### config.mk
export PLATFORM = sky130hd
export DESIGN_NAME = cbs_sequencer
export DESIGN_NICKNAME = d
export VERILOG_FILES = /design/src/hdl/cbs_pkg.sv /design/src/hdl/cbs_sequencer.sv
export SDC_FILE = /design/constraint.sdc
export NUM_CORES = 1
export LEC_CHECK = 0
export ABC_AREA = 1
export BUFFER_PORTS_ARGS = -buffer_cell sky130_fd_sc_hd__buf_2
export CORE_MARGIN = 3
export CORE_UTILIZATION = 25
export CTS_CLUSTER_DIAMETER = 40
export DETAILED_ROUTE_END_ITERATION = 6
export PLACE_DENSITY = 0.38
export SLEW_MARGIN = 30
export SYNTH_ARGS = -nofsm -noshare
export SYNTH_HDL_FRONTEND = slang
export SYNTH_SLANG_ARGS = --single-unit
### constraint.sdc
create_clock -name clk_i -period 3.2 [get_ports clk_i]
set_input_delay 0.16 -clock clk_i [delete_from_list [all_inputs] [get_ports clk_i]]
set_output_delay 0.16 -clock clk_i [all_outputs]
set_load 0.05 [all_outputs]
### src/hdl/cbs_pkg.sv
// Shared constants, types and state layout for the CPU bus cycle sequencer.
package cbs_pkg;

  // ---------------------------------------------------------------------
  // Timing
  // ---------------------------------------------------------------------
  localparam int CLK_PERIOD_NS = 25;
  localparam int INTERVAL_NS   = 75;
  localparam int SVC_OFF_NS    = 8625;
  localparam int SVC_ON_NS     = 9750;
  localparam int LATENCY_NS    = 12600;
  localparam int INTERVAL_CYC  = (INTERVAL_NS + CLK_PERIOD_NS - 1) / CLK_PERIOD_NS;
  localparam int SVC_OFF_CYC   = (SVC_OFF_NS + CLK_PERIOD_NS - 1) / CLK_PERIOD_NS;
  localparam int SVC_ON_CYC    = (SVC_ON_NS + CLK_PERIOD_NS - 1) / CLK_PERIOD_NS;
  localparam int LATENCY_CYC   = LATENCY_NS / CLK_PERIOD_NS;

  localparam logic [1:0] TICK_LAST = 2'(INTERVAL_CYC - 1);
  localparam logic [9:0] SVC_OFF_T = 10'(SVC_OFF_CYC);
  localparam logic [9:0] SVC_ON_T  = 10'(SVC_ON_CYC);
  localparam logic [9:0] LAT_T     = 10'(LATENCY_CYC);
  localparam logic [9:0] CNT_MAX   = 10'h3FF;

  // ---------------------------------------------------------------------
  // Registers and status word
  // ---------------------------------------------------------------------
  localparam int         NUM_GPR     = 9;
  localparam logic [2:0] SP_IDX      = 3'h6;
  localparam logic [2:0] PC_IDX      = 3'h7;
  localparam logic [3:0] USER_SP_IDX = 4'h8;
  localparam int         PSW_CUR_LO  = 14;
  localparam int         PSW_PRV_LO  = 12;
  localparam int         PSW_PRI_LO  = 5;
  localparam logic [1:0] MODE_KERNEL = 2'h0;
  localparam logic [1:0] MODE_USER   = 2'h3;
  localparam logic [15:0] RESET_PC   = 16'h0000;
  localparam logic [15:0] WORD_STEP  = 16'h0002;
  localparam logic [21:0] ADDR18_MASK = 22'h03_FFFF;

  // ---------------------------------------------------------------------
  // Types
  // ---------------------------------------------------------------------
  typedef enum logic [2:0] {
    NO_BUS_CYCLE, WORD_READ_CYCLE, WORD_WRITE_CYCLE, BYTE_WRITE_CYCLE,
    WORD_READ_MODIFY_WRITE_CYCLE, BYTE_READ_MODIFY_WRITE_CYCLE
  } cbs_cyc_e;

  typedef enum logic [1:0] {SP_NONE, SP_PUSH, SP_POP} cbs_spop_e;

  typedef enum logic [8:0] {
    ST_BOUNDARY = 9'h001, ST_ADDR = 9'h002, ST_DIN = 9'h004,
    ST_MODIFY = 9'h008, ST_DOUT = 9'h010, ST_TAIL = 9'h020,
    ST_EXEC = 9'h040, ST_DMA = 9'h080, ST_SERVICE = 9'h100
  } cbs_state_e;

  typedef enum logic [2:0] {
    CTX_FETCH, CTX_OP, CTX_VECTOR, CTX_PUSH_PS, CTX_PUSH_PC, CTX_LOAD_PC, CTX_LOAD_PS
  } cbs_ctx_e;

  typedef struct packed {
    cbs_cyc_e    cyc;
    logic [21:0] addr;
    logic [15:0] wdata;
    cbs_spop_e   sp;
    logic        last;
  } cbs_op_s;

  typedef struct packed {
    logic        sync;
    logic        din;
    logic        dout;
    logic        wtbt;
    logic        iack;
    logic        dma_grant;
    logic [21:0] dal;
    logic        dal_oe_n;
  } cbs_bus_s;

  typedef struct packed {
    cbs_state_e        st;
    cbs_state_e        ret;
    cbs_ctx_e          ctx;
    logic [1:0]        tick_cnt;
    logic [8:0][15:0]  gpr;
    logic [15:0]       psw;
    cbs_cyc_e          cyc;
    logic [21:0]       addr;
    logic [15:0]       wdata;
    logic [15:0]       rdata;
    logic [15:0]       vec;
    logic              last;
    cbs_spop_e         spop;
    logic [6:0]        s1;
    logic [6:0]        s2;
    logic [15:0]       d1;
    logic [15:0]       d2;
    logic              ext_bp;
    logic [1:0]        strap_cnt;
    logic              in_svc;
    logic [9:0]        svc_cnt;
    logic [9:0]        lat_cnt;
    logic              lat_over;
    cbs_bus_s          bus;
    logic [15:0]       instr;
    logic              instr_valid;
    logic              op_done;
    logic              rmw_read;
    logic [15:0]       rf_rdata;
  } cbs_state_s;

endpackage : cbs_pkg

### src/hdl/cbs_sequencer.sv
// Register file and backplane bus cycle sequencer of the processor.
`timescale 1ns/100ps
module cbs_sequencer
  import cbs_pkg::*;
(
  // Clock and reset.
  input  wire logic        clk_i,
  input  wire logic        rstn_i,
  // Configuration.
  input  wire logic        ext_backplane_i,
  input  wire logic        mmu_en_i,
  // Operation request from the execution logic.
  input  wire logic        op_valid_i,
  output logic             op_ready_o,
  input  wire cbs_op_s     op_i,
  output logic             op_done_o,
  output logic [15:0]      op_rdata_o,
  output logic             rmw_read_o,
  input  wire logic        mod_valid_i,
  input  wire logic [15:0] mod_wdata_i,
  // Fetched instruction.
  output logic             instr_valid_o,
  output logic [15:0]      instr_o,
  // Register file and status word access.
  input  wire logic        rf_we_i,
  input  wire logic [2:0]  rf_idx_i,
  input  wire logic [15:0] rf_wdata_i,
  input  wire logic [2:0]  rf_ridx_i,
  output logic [15:0]      rf_rdata_o,
  input  wire logic        psw_we_i,
  input  wire logic [15:0] psw_wdata_i,
  output logic [15:0]      processor_status_word_o,
  output logic [15:0]      program_counter_reg_o,
  output logic [15:0]      stack_pointer_reg_o,
  output logic             latency_over_o,
  // Backplane bus.
  input  wire logic [15:0] shared_addr_data_lines_i,
  output logic [21:0]      shared_addr_data_lines_o,
  output logic             shared_addr_data_lines_oe_n_o,
  output logic             bus_sync_o,
  output logic             bus_din_o,
  output logic             bus_dout_o,
  output logic             bus_wtbt_o,
  input  wire logic        bus_rply_i,
  input  wire logic        dma_req_i,
  output logic             dma_grant_o,
  input  wire logic [3:0]  irq_i,
  output logic             iack_o
);

  // ---------------------------------------------------------------------
  // Helper functions
  // ---------------------------------------------------------------------
  function automatic logic [3:0] phys_idx(logic [2:0] idx, logic [1:0] mode);
    phys_idx = (idx == SP_IDX && mode == MODE_USER) ? USER_SP_IDX : {1'b0, idx};
  endfunction : phys_idx

  function automatic logic [1:0] coerce_mode(logic [1:0] m);
    coerce_mode = (m == MODE_KERNEL) ? MODE_KERNEL : MODE_USER;
  endfunction : coerce_mode

  function automatic logic [15:0] coerce_psw(logic [15:0] p);
    coerce_psw = {coerce_mode(p[15:14]), coerce_mode(p[13:12]), p[11:0]};
  endfunction : coerce_psw

  // Level 0 means no request; bits 3..0 carry levels 7..4.
  function automatic logic [2:0] irq_level(logic [3:0] r);
    if (r[3]) begin
      irq_level = 3'h7;
    end else if (r[2]) begin
      irq_level = 3'h6;
    end else if (r[1]) begin
      irq_level = 3'h5;
    end else if (r[0]) begin
      irq_level = 3'h4;
    end else begin
      irq_level = 3'h0;
    end
  endfunction : irq_level

  function automatic logic is_read_class(cbs_cyc_e c);
    is_read_class = (c == WORD_READ_CYCLE) || (c == WORD_READ_MODIFY_WRITE_CYCLE)
                 || (c == BYTE_READ_MODIFY_WRITE_CYCLE);
  endfunction : is_read_class

  function automatic logic is_byte(cbs_cyc_e c);
    is_byte = (c == BYTE_WRITE_CYCLE) || (c == BYTE_READ_MODIFY_WRITE_CYCLE);
  endfunction : is_byte

  function automatic logic [21:0] phys_addr(logic [21:0] a, logic mmu, logic ext, cbs_cyc_e c);
    logic [21:0] p;
    p = mmu ? a : {6'h00, a[15:0]};
    if (!ext) begin
      p = p & ADDR18_MASK;
    end
    if (!is_byte(c)) begin
      p[0] = 1'b0;
    end
    phys_addr = p;
  endfunction : phys_addr

  // Places a byte on the lane that the address selects; words pass whole.
  function automatic logic [15:0] out_data(logic [15:0] d, cbs_cyc_e c, logic a0);
    if (!is_byte(c)) begin
      out_data = d;
    end else if (a0) begin
      out_data = {d[7:0], 8'h00};
    end else begin
      out_data = {8'h00, d[7:0]};
    end
  endfunction : out_data

  // Opens a bus cycle with the address on the shared lines.
  function automatic cbs_state_s start_cycle(cbs_state_s s, cbs_ctx_e ctx, cbs_cyc_e c,
                                             logic [21:0] a, logic [15:0] d);
    cbs_state_s t;
    t              = s;
    t.ctx          = ctx;
    t.cyc          = c;
    t.addr         = a;
    t.wdata        = d;
    t.st           = ST_ADDR;
    t.bus.dal      = a;
    t.bus.dal_oe_n = 1'b0;
    t.bus.sync     = 1'b0;
    t.bus.wtbt     = !is_read_class(c);
    start_cycle    = t;
  endfunction : start_cycle

  // ---------------------------------------------------------------------
  // State
  // ---------------------------------------------------------------------
  cbs_state_s  state_reg;
  cbs_state_s  state_next;
  logic        tick;
  logic        rply_s;
  logic        dreq_s;
  logic [2:0]  lvl;
  logic        take;
  logic [1:0]  cur_mode;
  logic [3:0]  sp_vis;
  logic [15:0] ksp_dec;
  logic [9:0]  svc_target;

  assign tick       = (state_reg.tick_cnt == TICK_LAST);
  assign rply_s     = state_reg.s2[0];
  assign dreq_s     = state_reg.s2[1];
  assign lvl        = irq_level(state_reg.s2[5:2]);
  assign take       = lvl > state_reg.psw[PSW_PRI_LO +: 3];
  assign cur_mode   = state_reg.psw[PSW_CUR_LO +: 2];
  assign sp_vis     = phys_idx(SP_IDX, cur_mode);
  assign ksp_dec    = state_reg.gpr[SP_IDX] - WORD_STEP;
  assign svc_target = mmu_en_i ? SVC_ON_T : SVC_OFF_T;

  // ---------------------------------------------------------------------
  // Next-state logic
  // ---------------------------------------------------------------------
  always_comb begin
    state_next             = state_reg;
    state_next.s1          = {ext_backplane_i, irq_i, dma_req_i, bus_rply_i};
    state_next.s2          = state_reg.s1;
    state_next.d1          = shared_addr_data_lines_i;
    state_next.d2          = state_reg.d1;
    state_next.tick_cnt    = tick ? 2'h0 : state_reg.tick_cnt + 2'h1;
    state_next.instr_valid = 1'b0;
    state_next.op_done     = 1'b0;
    state_next.rmw_read    = 1'b0;

    // The strap is caught once, after the synchroniser has filled.
    if (state_reg.strap_cnt != 2'h3) begin
      state_next.strap_cnt = state_reg.strap_cnt + 2'h1;
      if (state_reg.strap_cnt == 2'h2) begin
        state_next.ext_bp = state_reg.s2[6];
      end
    end

    // Register and status writes from execution cost no bus cycle.
    if (psw_we_i) begin
      state_next.psw = coerce_psw(psw_wdata_i);
    end
    if (rf_we_i) begin
      state_next.gpr[phys_idx(rf_idx_i, cur_mode)] = rf_wdata_i;
    end
    state_next.rf_rdata = state_reg.gpr[phys_idx(rf_ridx_i, cur_mode)];

    if (state_reg.in_svc && state_reg.svc_cnt != CNT_MAX) begin
      state_next.svc_cnt = state_reg.svc_cnt + 10'h001;
    end
    if (take && !state_reg.in_svc) begin
      state_next.lat_cnt = (state_reg.lat_cnt == CNT_MAX) ? CNT_MAX : state_reg.lat_cnt + 10'h001;
    end else begin
      state_next.lat_cnt = 10'h000;
    end
    state_next.lat_over = state_reg.lat_cnt >= LAT_T;

    case (state_reg.st)
      ST_BOUNDARY: begin
        if (dreq_s) begin
          state_next.ret           = ST_BOUNDARY;
          state_next.st            = ST_DMA;
          state_next.bus.dma_grant = 1'b1;
        end else if (take) begin
          state_next.ctx     = CTX_VECTOR;
          state_next.cyc     = WORD_READ_CYCLE;
          state_next.bus.iack = 1'b1;
          state_next.bus.din = 1'b1;
          state_next.st      = ST_DIN;
          state_next.in_svc  = 1'b1;
          state_next.svc_cnt = 10'h000;
        end else begin
          state_next = start_cycle(state_next, CTX_FETCH, WORD_READ_CYCLE,
                                   {6'h00, state_reg.gpr[PC_IDX]}, 16'h0000);
        end
      end

      ST_ADDR: begin
        if (tick) begin
          if (!state_reg.bus.sync) begin
            state_next.bus.sync = 1'b1;
          end else if (is_read_class(state_reg.cyc)) begin
            state_next.bus.wtbt     = 1'b0;
            state_next.bus.dal_oe_n = 1'b1;
            state_next.bus.din      = 1'b1;
            state_next.st           = ST_DIN;
          end else begin
            state_next.bus.dal  = {6'h00, out_data(state_reg.wdata, state_reg.cyc, state_reg.addr[0])};
            state_next.bus.wtbt = is_byte(state_reg.cyc);
            state_next.bus.dout = 1'b1;
            state_next.st       = ST_DOUT;
          end
        end
      end

      ST_DIN: begin
        if (rply_s) begin
          state_next.rdata    = state_reg.d2;
          state_next.bus.din  = 1'b0;
          state_next.bus.iack = 1'b0;
          if (state_reg.cyc == WORD_READ_MODIFY_WRITE_CYCLE
              || state_reg.cyc == BYTE_READ_MODIFY_WRITE_CYCLE) begin
            state_next.rmw_read = 1'b1;
            state_next.st       = ST_MODIFY;
          end else begin
            state_next.st = ST_TAIL;
          end
        end
      end

      // The bus stays held here, so no DMA grant can slip in.
      ST_MODIFY: begin
        if (mod_valid_i && !rply_s) begin
          state_next.bus.dal      = {6'h00, out_data(mod_wdata_i, state_reg.cyc, state_reg.addr[0])};
          state_next.bus.dal_oe_n = 1'b0;
          state_next.bus.wtbt     = is_byte(state_reg.cyc);
          state_next.bus.dout     = 1'b1;
          state_next.st           = ST_DOUT;
        end
      end

      ST_DOUT: begin
        if (rply_s) begin
          state_next.bus.dout     = 1'b0;
          state_next.bus.wtbt     = 1'b0;
          state_next.bus.dal_oe_n = 1'b1;
          state_next.st           = ST_TAIL;
        end
      end

      ST_TAIL: begin
        if (!rply_s && tick) begin
          state_next.bus.sync = 1'b0;
          case (state_reg.ctx)
            CTX_FETCH: begin
              state_next.instr          = state_reg.rdata;
              state_next.instr_valid    = 1'b1;
              state_next.gpr[PC_IDX]    = state_reg.gpr[PC_IDX] + WORD_STEP;
              state_next.st             = ST_EXEC;
            end
            CTX_OP: begin
              state_next.op_done = 1'b1;
              if (state_reg.spop == SP_POP) begin
                state_next.gpr[sp_vis] = state_reg.gpr[sp_vis] + WORD_STEP;
              end
              state_next.st = state_reg.last ? ST_BOUNDARY : ST_EXEC;
            end
            CTX_VECTOR: begin
              state_next.vec         = state_reg.rdata;
              state_next.gpr[SP_IDX] = ksp_dec;
              state_next = start_cycle(state_next, CTX_PUSH_PS, WORD_WRITE_CYCLE,
                                       {6'h00, ksp_dec}, state_reg.psw);
            end
            CTX_PUSH_PS: begin
              state_next.gpr[SP_IDX] = ksp_dec;
              state_next = start_cycle(state_next, CTX_PUSH_PC, WORD_WRITE_CYCLE,
                                       {6'h00, ksp_dec}, state_reg.gpr[PC_IDX]);
            end
            CTX_PUSH_PC: begin
              state_next = start_cycle(state_next, CTX_LOAD_PC, WORD_READ_CYCLE,
                                       {6'h00, state_reg.vec}, 16'h0000);
            end
            CTX_LOAD_PC: begin
              state_next.gpr[PC_IDX] = state_reg.rdata;
              state_next = start_cycle(state_next, CTX_LOAD_PS, WORD_READ_CYCLE,
                                       {6'h00, state_reg.vec + WORD_STEP}, 16'h0000);
            end
            CTX_LOAD_PS: begin
              state_next.psw = {coerce_mode(state_reg.rdata[15:14]), cur_mode,
                                state_reg.rdata[11:0]};
              state_next.st  = ST_SERVICE;
            end
            default: begin
              state_next.st = ST_BOUNDARY;
            end
          endcase
        end
      end

      ST_EXEC: begin
        if (dreq_s) begin
          state_next.ret           = ST_EXEC;
          state_next.st            = ST_DMA;
          state_next.bus.dma_grant = 1'b1;
        end else if (op_valid_i) begin
          if (op_i.cyc == NO_BUS_CYCLE) begin
            state_next.op_done = 1'b1;
            state_next.st      = op_i.last ? ST_BOUNDARY : ST_EXEC;
          end else begin
            state_next.last = op_i.last;
            state_next.spop = op_i.sp;
            if (op_i.sp == SP_PUSH) begin
              state_next.gpr[sp_vis] = state_reg.gpr[sp_vis] - WORD_STEP;
              state_next = start_cycle(state_next, CTX_OP, op_i.cyc,
                                       {6'h00, state_reg.gpr[sp_vis] - WORD_STEP}, op_i.wdata);
            end else if (op_i.sp == SP_POP) begin
              state_next = start_cycle(state_next, CTX_OP, op_i.cyc,
                                       {6'h00, state_reg.gpr[sp_vis]}, op_i.wdata);
            end else begin
              state_next = start_cycle(state_next, CTX_OP, op_i.cyc,
                                       phys_addr(op_i.addr, mmu_en_i, state_reg.ext_bp, op_i.cyc),
                                       op_i.wdata);
            end
          end
        end
      end

      ST_DMA: begin
        if (!dreq_s) begin
          state_next.bus.dma_grant = 1'b0;
          state_next.st            = state_reg.ret;
        end
      end

      ST_SERVICE: begin
        if (state_reg.svc_cnt >= svc_target) begin
          state_next.in_svc = 1'b0;
          state_next.st     = ST_BOUNDARY;
        end
      end

      default: begin
        state_next.st = ST_BOUNDARY;
      end
    endcase
  end

  // ---------------------------------------------------------------------
  // State register
  // ---------------------------------------------------------------------
  always_ff @(posedge clk_i or negedge rstn_i) begin
    if (!rstn_i) begin
      state_reg              <= '0;
      state_reg.st           <= ST_BOUNDARY;
      state_reg.ret          <= ST_BOUNDARY;
      state_reg.gpr[PC_IDX]  <= RESET_PC;
      state_reg.bus.dal_oe_n <= 1'b1;
    end else begin
      state_reg <= state_next;
    end
  end

  // ---------------------------------------------------------------------
  // Outputs
  // ---------------------------------------------------------------------
  assign op_ready_o                    = (state_reg.st == ST_EXEC) && !dreq_s;
  assign op_done_o                     = state_reg.op_done;
  assign op_rdata_o                    = state_reg.rdata;
  assign rmw_read_o                    = state_reg.rmw_read;
  assign instr_valid_o                 = state_reg.instr_valid;
  assign instr_o                       = state_reg.instr;
  assign rf_rdata_o                    = state_reg.rf_rdata;
  assign processor_status_word_o       = state_reg.psw;
  assign program_counter_reg_o         = state_reg.gpr[PC_IDX];
  assign stack_pointer_reg_o           = state_reg.gpr[sp_vis];
  assign latency_over_o                = state_reg.lat_over;
  assign shared_addr_data_lines_o      = state_reg.bus.dal;
  assign shared_addr_data_lines_oe_n_o = state_reg.bus.dal_oe_n;
  assign bus_sync_o                    = state_reg.bus.sync;
  assign bus_din_o                     = state_reg.bus.din;
  assign bus_dout_o                    = state_reg.bus.dout;
  assign bus_wtbt_o                    = state_reg.bus.wtbt;
  assign dma_grant_o                   = state_reg.bus.dma_grant;
  assign iack_o                        = state_reg.bus.iack;

endmodule : cbs_sequencer

Word level (Yosys, flattened, before mapping)
Index checks and enable logic that the tools add are counted.
Storage, ports and cells
  flip-flop bits (word level): 373
  bits of input ports: 128
  output and inout bits: 130
Cells by class
  add/subtract/negate cells: 9
  order comparisons: 8
  eq/ne operators: 54
  multiplexer cells: 122
  bitwise operators: 8
  reductions and logical operators: 54
Operators with widths (number)
  2-to-1 mux 394 bit: 2
  one-hot mux 176 bit (4 select lines): 1
  one-hot mux 215 bit (3 select lines): 1
  2-to-1 mux 317 bit: 2
  bitwise mux 144 bit: 3
  2-to-1 mux 371 bit: 1
  2-to-1 mux 358 bit: 1
  2-to-1 mux 144 bit: 2
  one-hot mux 112 bit (2 select lines): 1
  2-to-1 mux 208 bit: 1
  one-hot mux 68 bit (3 select lines): 1
  2-to-1 mux 22 bit: 9
  2-to-1 mux 16 bit: 12
  2-to-1 mux 58 bit: 3
  binary-select mux 16 bit (select 4 bit): 2
  demux 16 bit (select 4 bit): 2
  2-to-1 mux 122 bit: 1
  one-hot mux 22 bit (5 select lines): 1
  one-hot mux 16 bit (3 select lines): 2
  one-hot mux 9 bit (9 select lines): 1
  2-to-1 mux 23 bit: 3
  one-hot mux 16 bit (4 select lines): 1
  2-to-1 mux 9 bit: 7
  one-hot mux 21 bit (3 select lines): 1
  68 further kinds: 194

Longest topological paths before layout
  word-level depth: 15
  gate-level depth with buffers: 17

Worst setup path before layout
Ideal clock, no wire load.
  path kind: reg2reg
  from: register state_reg, in the netlist processor_status_word_o[15]
  to: register state_reg[335] (netlist name)
  setup time: 116 ps
  data arrival time: 2745 ps
  setup slack: 339 ps
  cell stages (with the launch flop): 11
  buffers on the path: 1
  clock period less this slack: 2861 ps
  cell sequence: dfrtp_1 buf_4 nand2_4 o21ai_0 nand3_1 nor2_2 nand4_1 nand3_1 o21ai_0 nand2_1 nand2_1
RTL lines
  start: declaration: line cbs_sequencer.sv:133  | cbs_state_s state_reg;
  start signal: assignment: line cbs_sequencer.sv:377  | state_reg <= state_next;

==> results.toml <==
[floorplanning]
core_area_um2 = 83690
fp.dieH_um = 296.8
die_area_um2 = 88070
fp-row-count = 106
top_level_ports = 258
die_x_um = 296.8
initial_utilization = 0.2525

[drt]
viasPerCell = 4.813
num_vias = 21130
drtAntennaViolNets = 0
drt_iter0_drc = 1916
drt-total-wl_um = 100000
avgRoutedWirePerCell_um = 22.78
drc_errors = 0
first_pass_iters = 6

[setup_path]
critPathTopFamily = "buffers and inverters"
start_kind = "flip-flop"
cp_num_buf_inv = 6
worstPathArrival_ns = 3.48
required_ns = 3.71
worstPathMaxFanout = 18
path_class = "flip-flop to flip-flop"
max_stage_delay_ns = 0.56
critPathMostFrequentCell = "buf_4"
critPathSlowestCell = "dlygate4sd3_1"
end_kind = "flip-flop"
path_cells = "nor2_2, nand3_1, nor2_2, nand2_1, inv_1, buf_4, nand2_1, buf_4, inv_1, buf_4, o32ai_1, dlygate4sd3_1"

[timing]
hold_viol_final = 0
setup_viol_count_final = 0
finalHoldWorstSlack_ns = 0.04164
post-route-min-period_ns = 2.972
skew_ns = 0.03485
slew-limit-headroom = 0.4355
fin_ws_ns = 0.2285
finalCritPeriodShare = 0.9286
maxSlewViolCount = 0
tightest_slew_ns = 0.8415
rsz0062_at_grt = "true"
fmax_ghz = 0.3365

[synthesis]
syn_nets = 3025
ys_ff_latch = 366
yosysMostFrequentCell = "nand2_1"
yosysTopAreaCell = "dfrtp_1"
synth_area_um2 = 21140
ys_seq_area_frac = 0.4335
yosysWarnings = 0
synthCells = 2877
synth-edff-count = 0
postSynth.asyncResetShare = 1.000
synth_top_area_share = 0.4298
synth_flop_cell = "dfrtp_1"
synth_commonest_cells = "nand2_1, dfrtp_1, o21ai_0"
avgSynthCellArea_um2 = 7.346
synth.area.top_cells = "dfrtp_1, nand2_1, o21ai_0"
synth_cell_types = 63

[clocking]
cts_buffers = 96
tritoncts = "yes"
clk-insertion-delay-late_ns = 0.64
clockBufferDepth = 3
cts_resized = 0
clk_pin_slew_worst_paths_ns = 0.04
h-tree-depth = 3
cts-root-buf = "clkbuf_16"
post_cts_buffers = 0
cts_sinks = 366

[outcome]
outcome = "complete, no violations"

[power]
pwr_density_cell_nw_per_um2 = 987.1
total_power_w = 0.02699
leakagePower_nw = 13.03
peakVddDrop_mv = 0.4176

[global_routing]
grt_max_degree = 82
antenna_found_initial = 5
grt-ovfl-total = 0
busiest_layer = "met2"
grt_use_met1 = 0.2977
grt.total_usage = 0.2227
met3_usage = 0.03859
grt_pass1_wl_um = 146800
met2_usage = 0.3596
grt_pass1_vias = 21100

[cells_and_area]
fin_nets = 3321
largest_register_ffs = 251
stdcell_count = 4390
syn2layout_area_growth_pct = 29.35
drive_above_1_share = 0.1718

[place]
numPortBuffers = 257
place_congestion = 0.9136
dp_hpwl_um = 76370
dpl.cell_count = 4129
place_ws_ns = 0.2955

[min_path]
min_path_type = "input port to flip-flop"

[job]
drv_cap = 0
metal layers:
metal  vias to the layer above  wire [µm]
li1                      10030          -
met4                         0       3742
met3                       161       5537
met1                     10190      44380
met5                         -          0
met2                       753      46340
report_power, final:
part	switching (W)	internal, W	leakage (nW)	total, W
Clock	0.00303	0.00688	1.63	0.00991
Sequential	0.00125	0.00580	4.53	0.00705
Combinational	0.00740	0.00263	6.86	0.0100
what timing repair did:
action,in CTS,in global routing
setup endpoints to repair,0,1
hold buffers,80,0
endpoints found under the hold margin,143,0
worst paths after layout:
kind | to | slack [ns] | from | cells after the start
setup / recovery | processor_status_word_o[5]$_DFF_PN0_ | 0.23 | state_reg[391]$_DFFE_PN0P_ | 12
hold / removal | state_reg[175]$_DFFE_PN0P_ | 0.04 | op_i[8] | 5
setup reg to reg | processor_status_word_o[5]$_DFF_PN0_ | 0.23 | state_reg[391]$_DFFE_PN0P_ | 12
hold reg to reg | state_reg[97]$_DFF_PN0_ | 0.34 | state_reg[113]$_DFF_PN0_ | 0
max in group asynchronous | state_reg[105]$_DFF_PN0_ | 2.10 | rstn_i | 3
min in group asynchronous | rf_rdata_o[12]$_DFF_PN0_ | 0.13 | rstn_i | 2
cell families (layout without fill, tap and decap cells):
kind of cell / after synthesis / count (layout) / share of synthesized area
multiplexers: 2 / 2 / 0.001006
XOR/XNOR: 29 / 29 / 0.01202
AND/OR/NAND/NOR: 1371 / 1371 / 0.2743
other: 0 / 3 / 0
buffers and inverters: 482 / 858 / 0.1082
adder cells (fa/ha/maj): 20 / 20 / 0.01184
flip-flops: 366 / 366 / 0.4335
AO/OA/AOI/OAI: 607 / 607 / 0.1592
cells in the final DEF (no fill, tap or decap), drive strengths merged, types with 4 or more instances in the layout:
cell type,count
a32o,7
o22ai,37
nor4,4
nor3,41
inv,266
nand2,822
xor2,20
bufinv,12
o221ai,6
o211ai,16
nand3,205
dlygate4sd3,80
o31ai,28
buf,332
xnor2,9
dfrtp,363
nand4,33
clkinvlp,8
clkinv,27
nor2,249
a22oi,8
a21oi,154
a22o,9
clkbuf,133
o21ai,327
or2,9
ha,20
worst reg2reg max path, cell delays in order (launching register included):
cell and delay (ns):
dfrtp_1 0.39, nor2_2 0.24, nand3_1 0.20, nor2_2 0.17, nand2_1 0.08, inv_1 0.23, buf_4 0.25, nand2_1 0.07
buf_4 0.19, inv_1 0.13, buf_4 0.23, o32ai_1 0.10, dlygate4sd3_1 0.56
metrics by stage:
stage	utilization	area [µm²]	TNS, ns
detailed placement	0.2771	23190	0
global placement	0.2771	23190	0
finish	0.3267	27340	0
floorplan	-	21140	0
CTS	0.3266	27330	0
global route	0.3266	27330	-0.005060
area by class of cell:
cell class	instances	area [µm²]
flip-flops and latches	366	9163
multi-input cells	2029	9687
inverters	268	1008
repair buffers	412	2710
well taps	1134	1419
fillers	8951	56350
clock buffers	133	2743
diodes	3	7.507
clock inverters	45	600.6
Note: power is estimated with default switching activity, not from simulation.
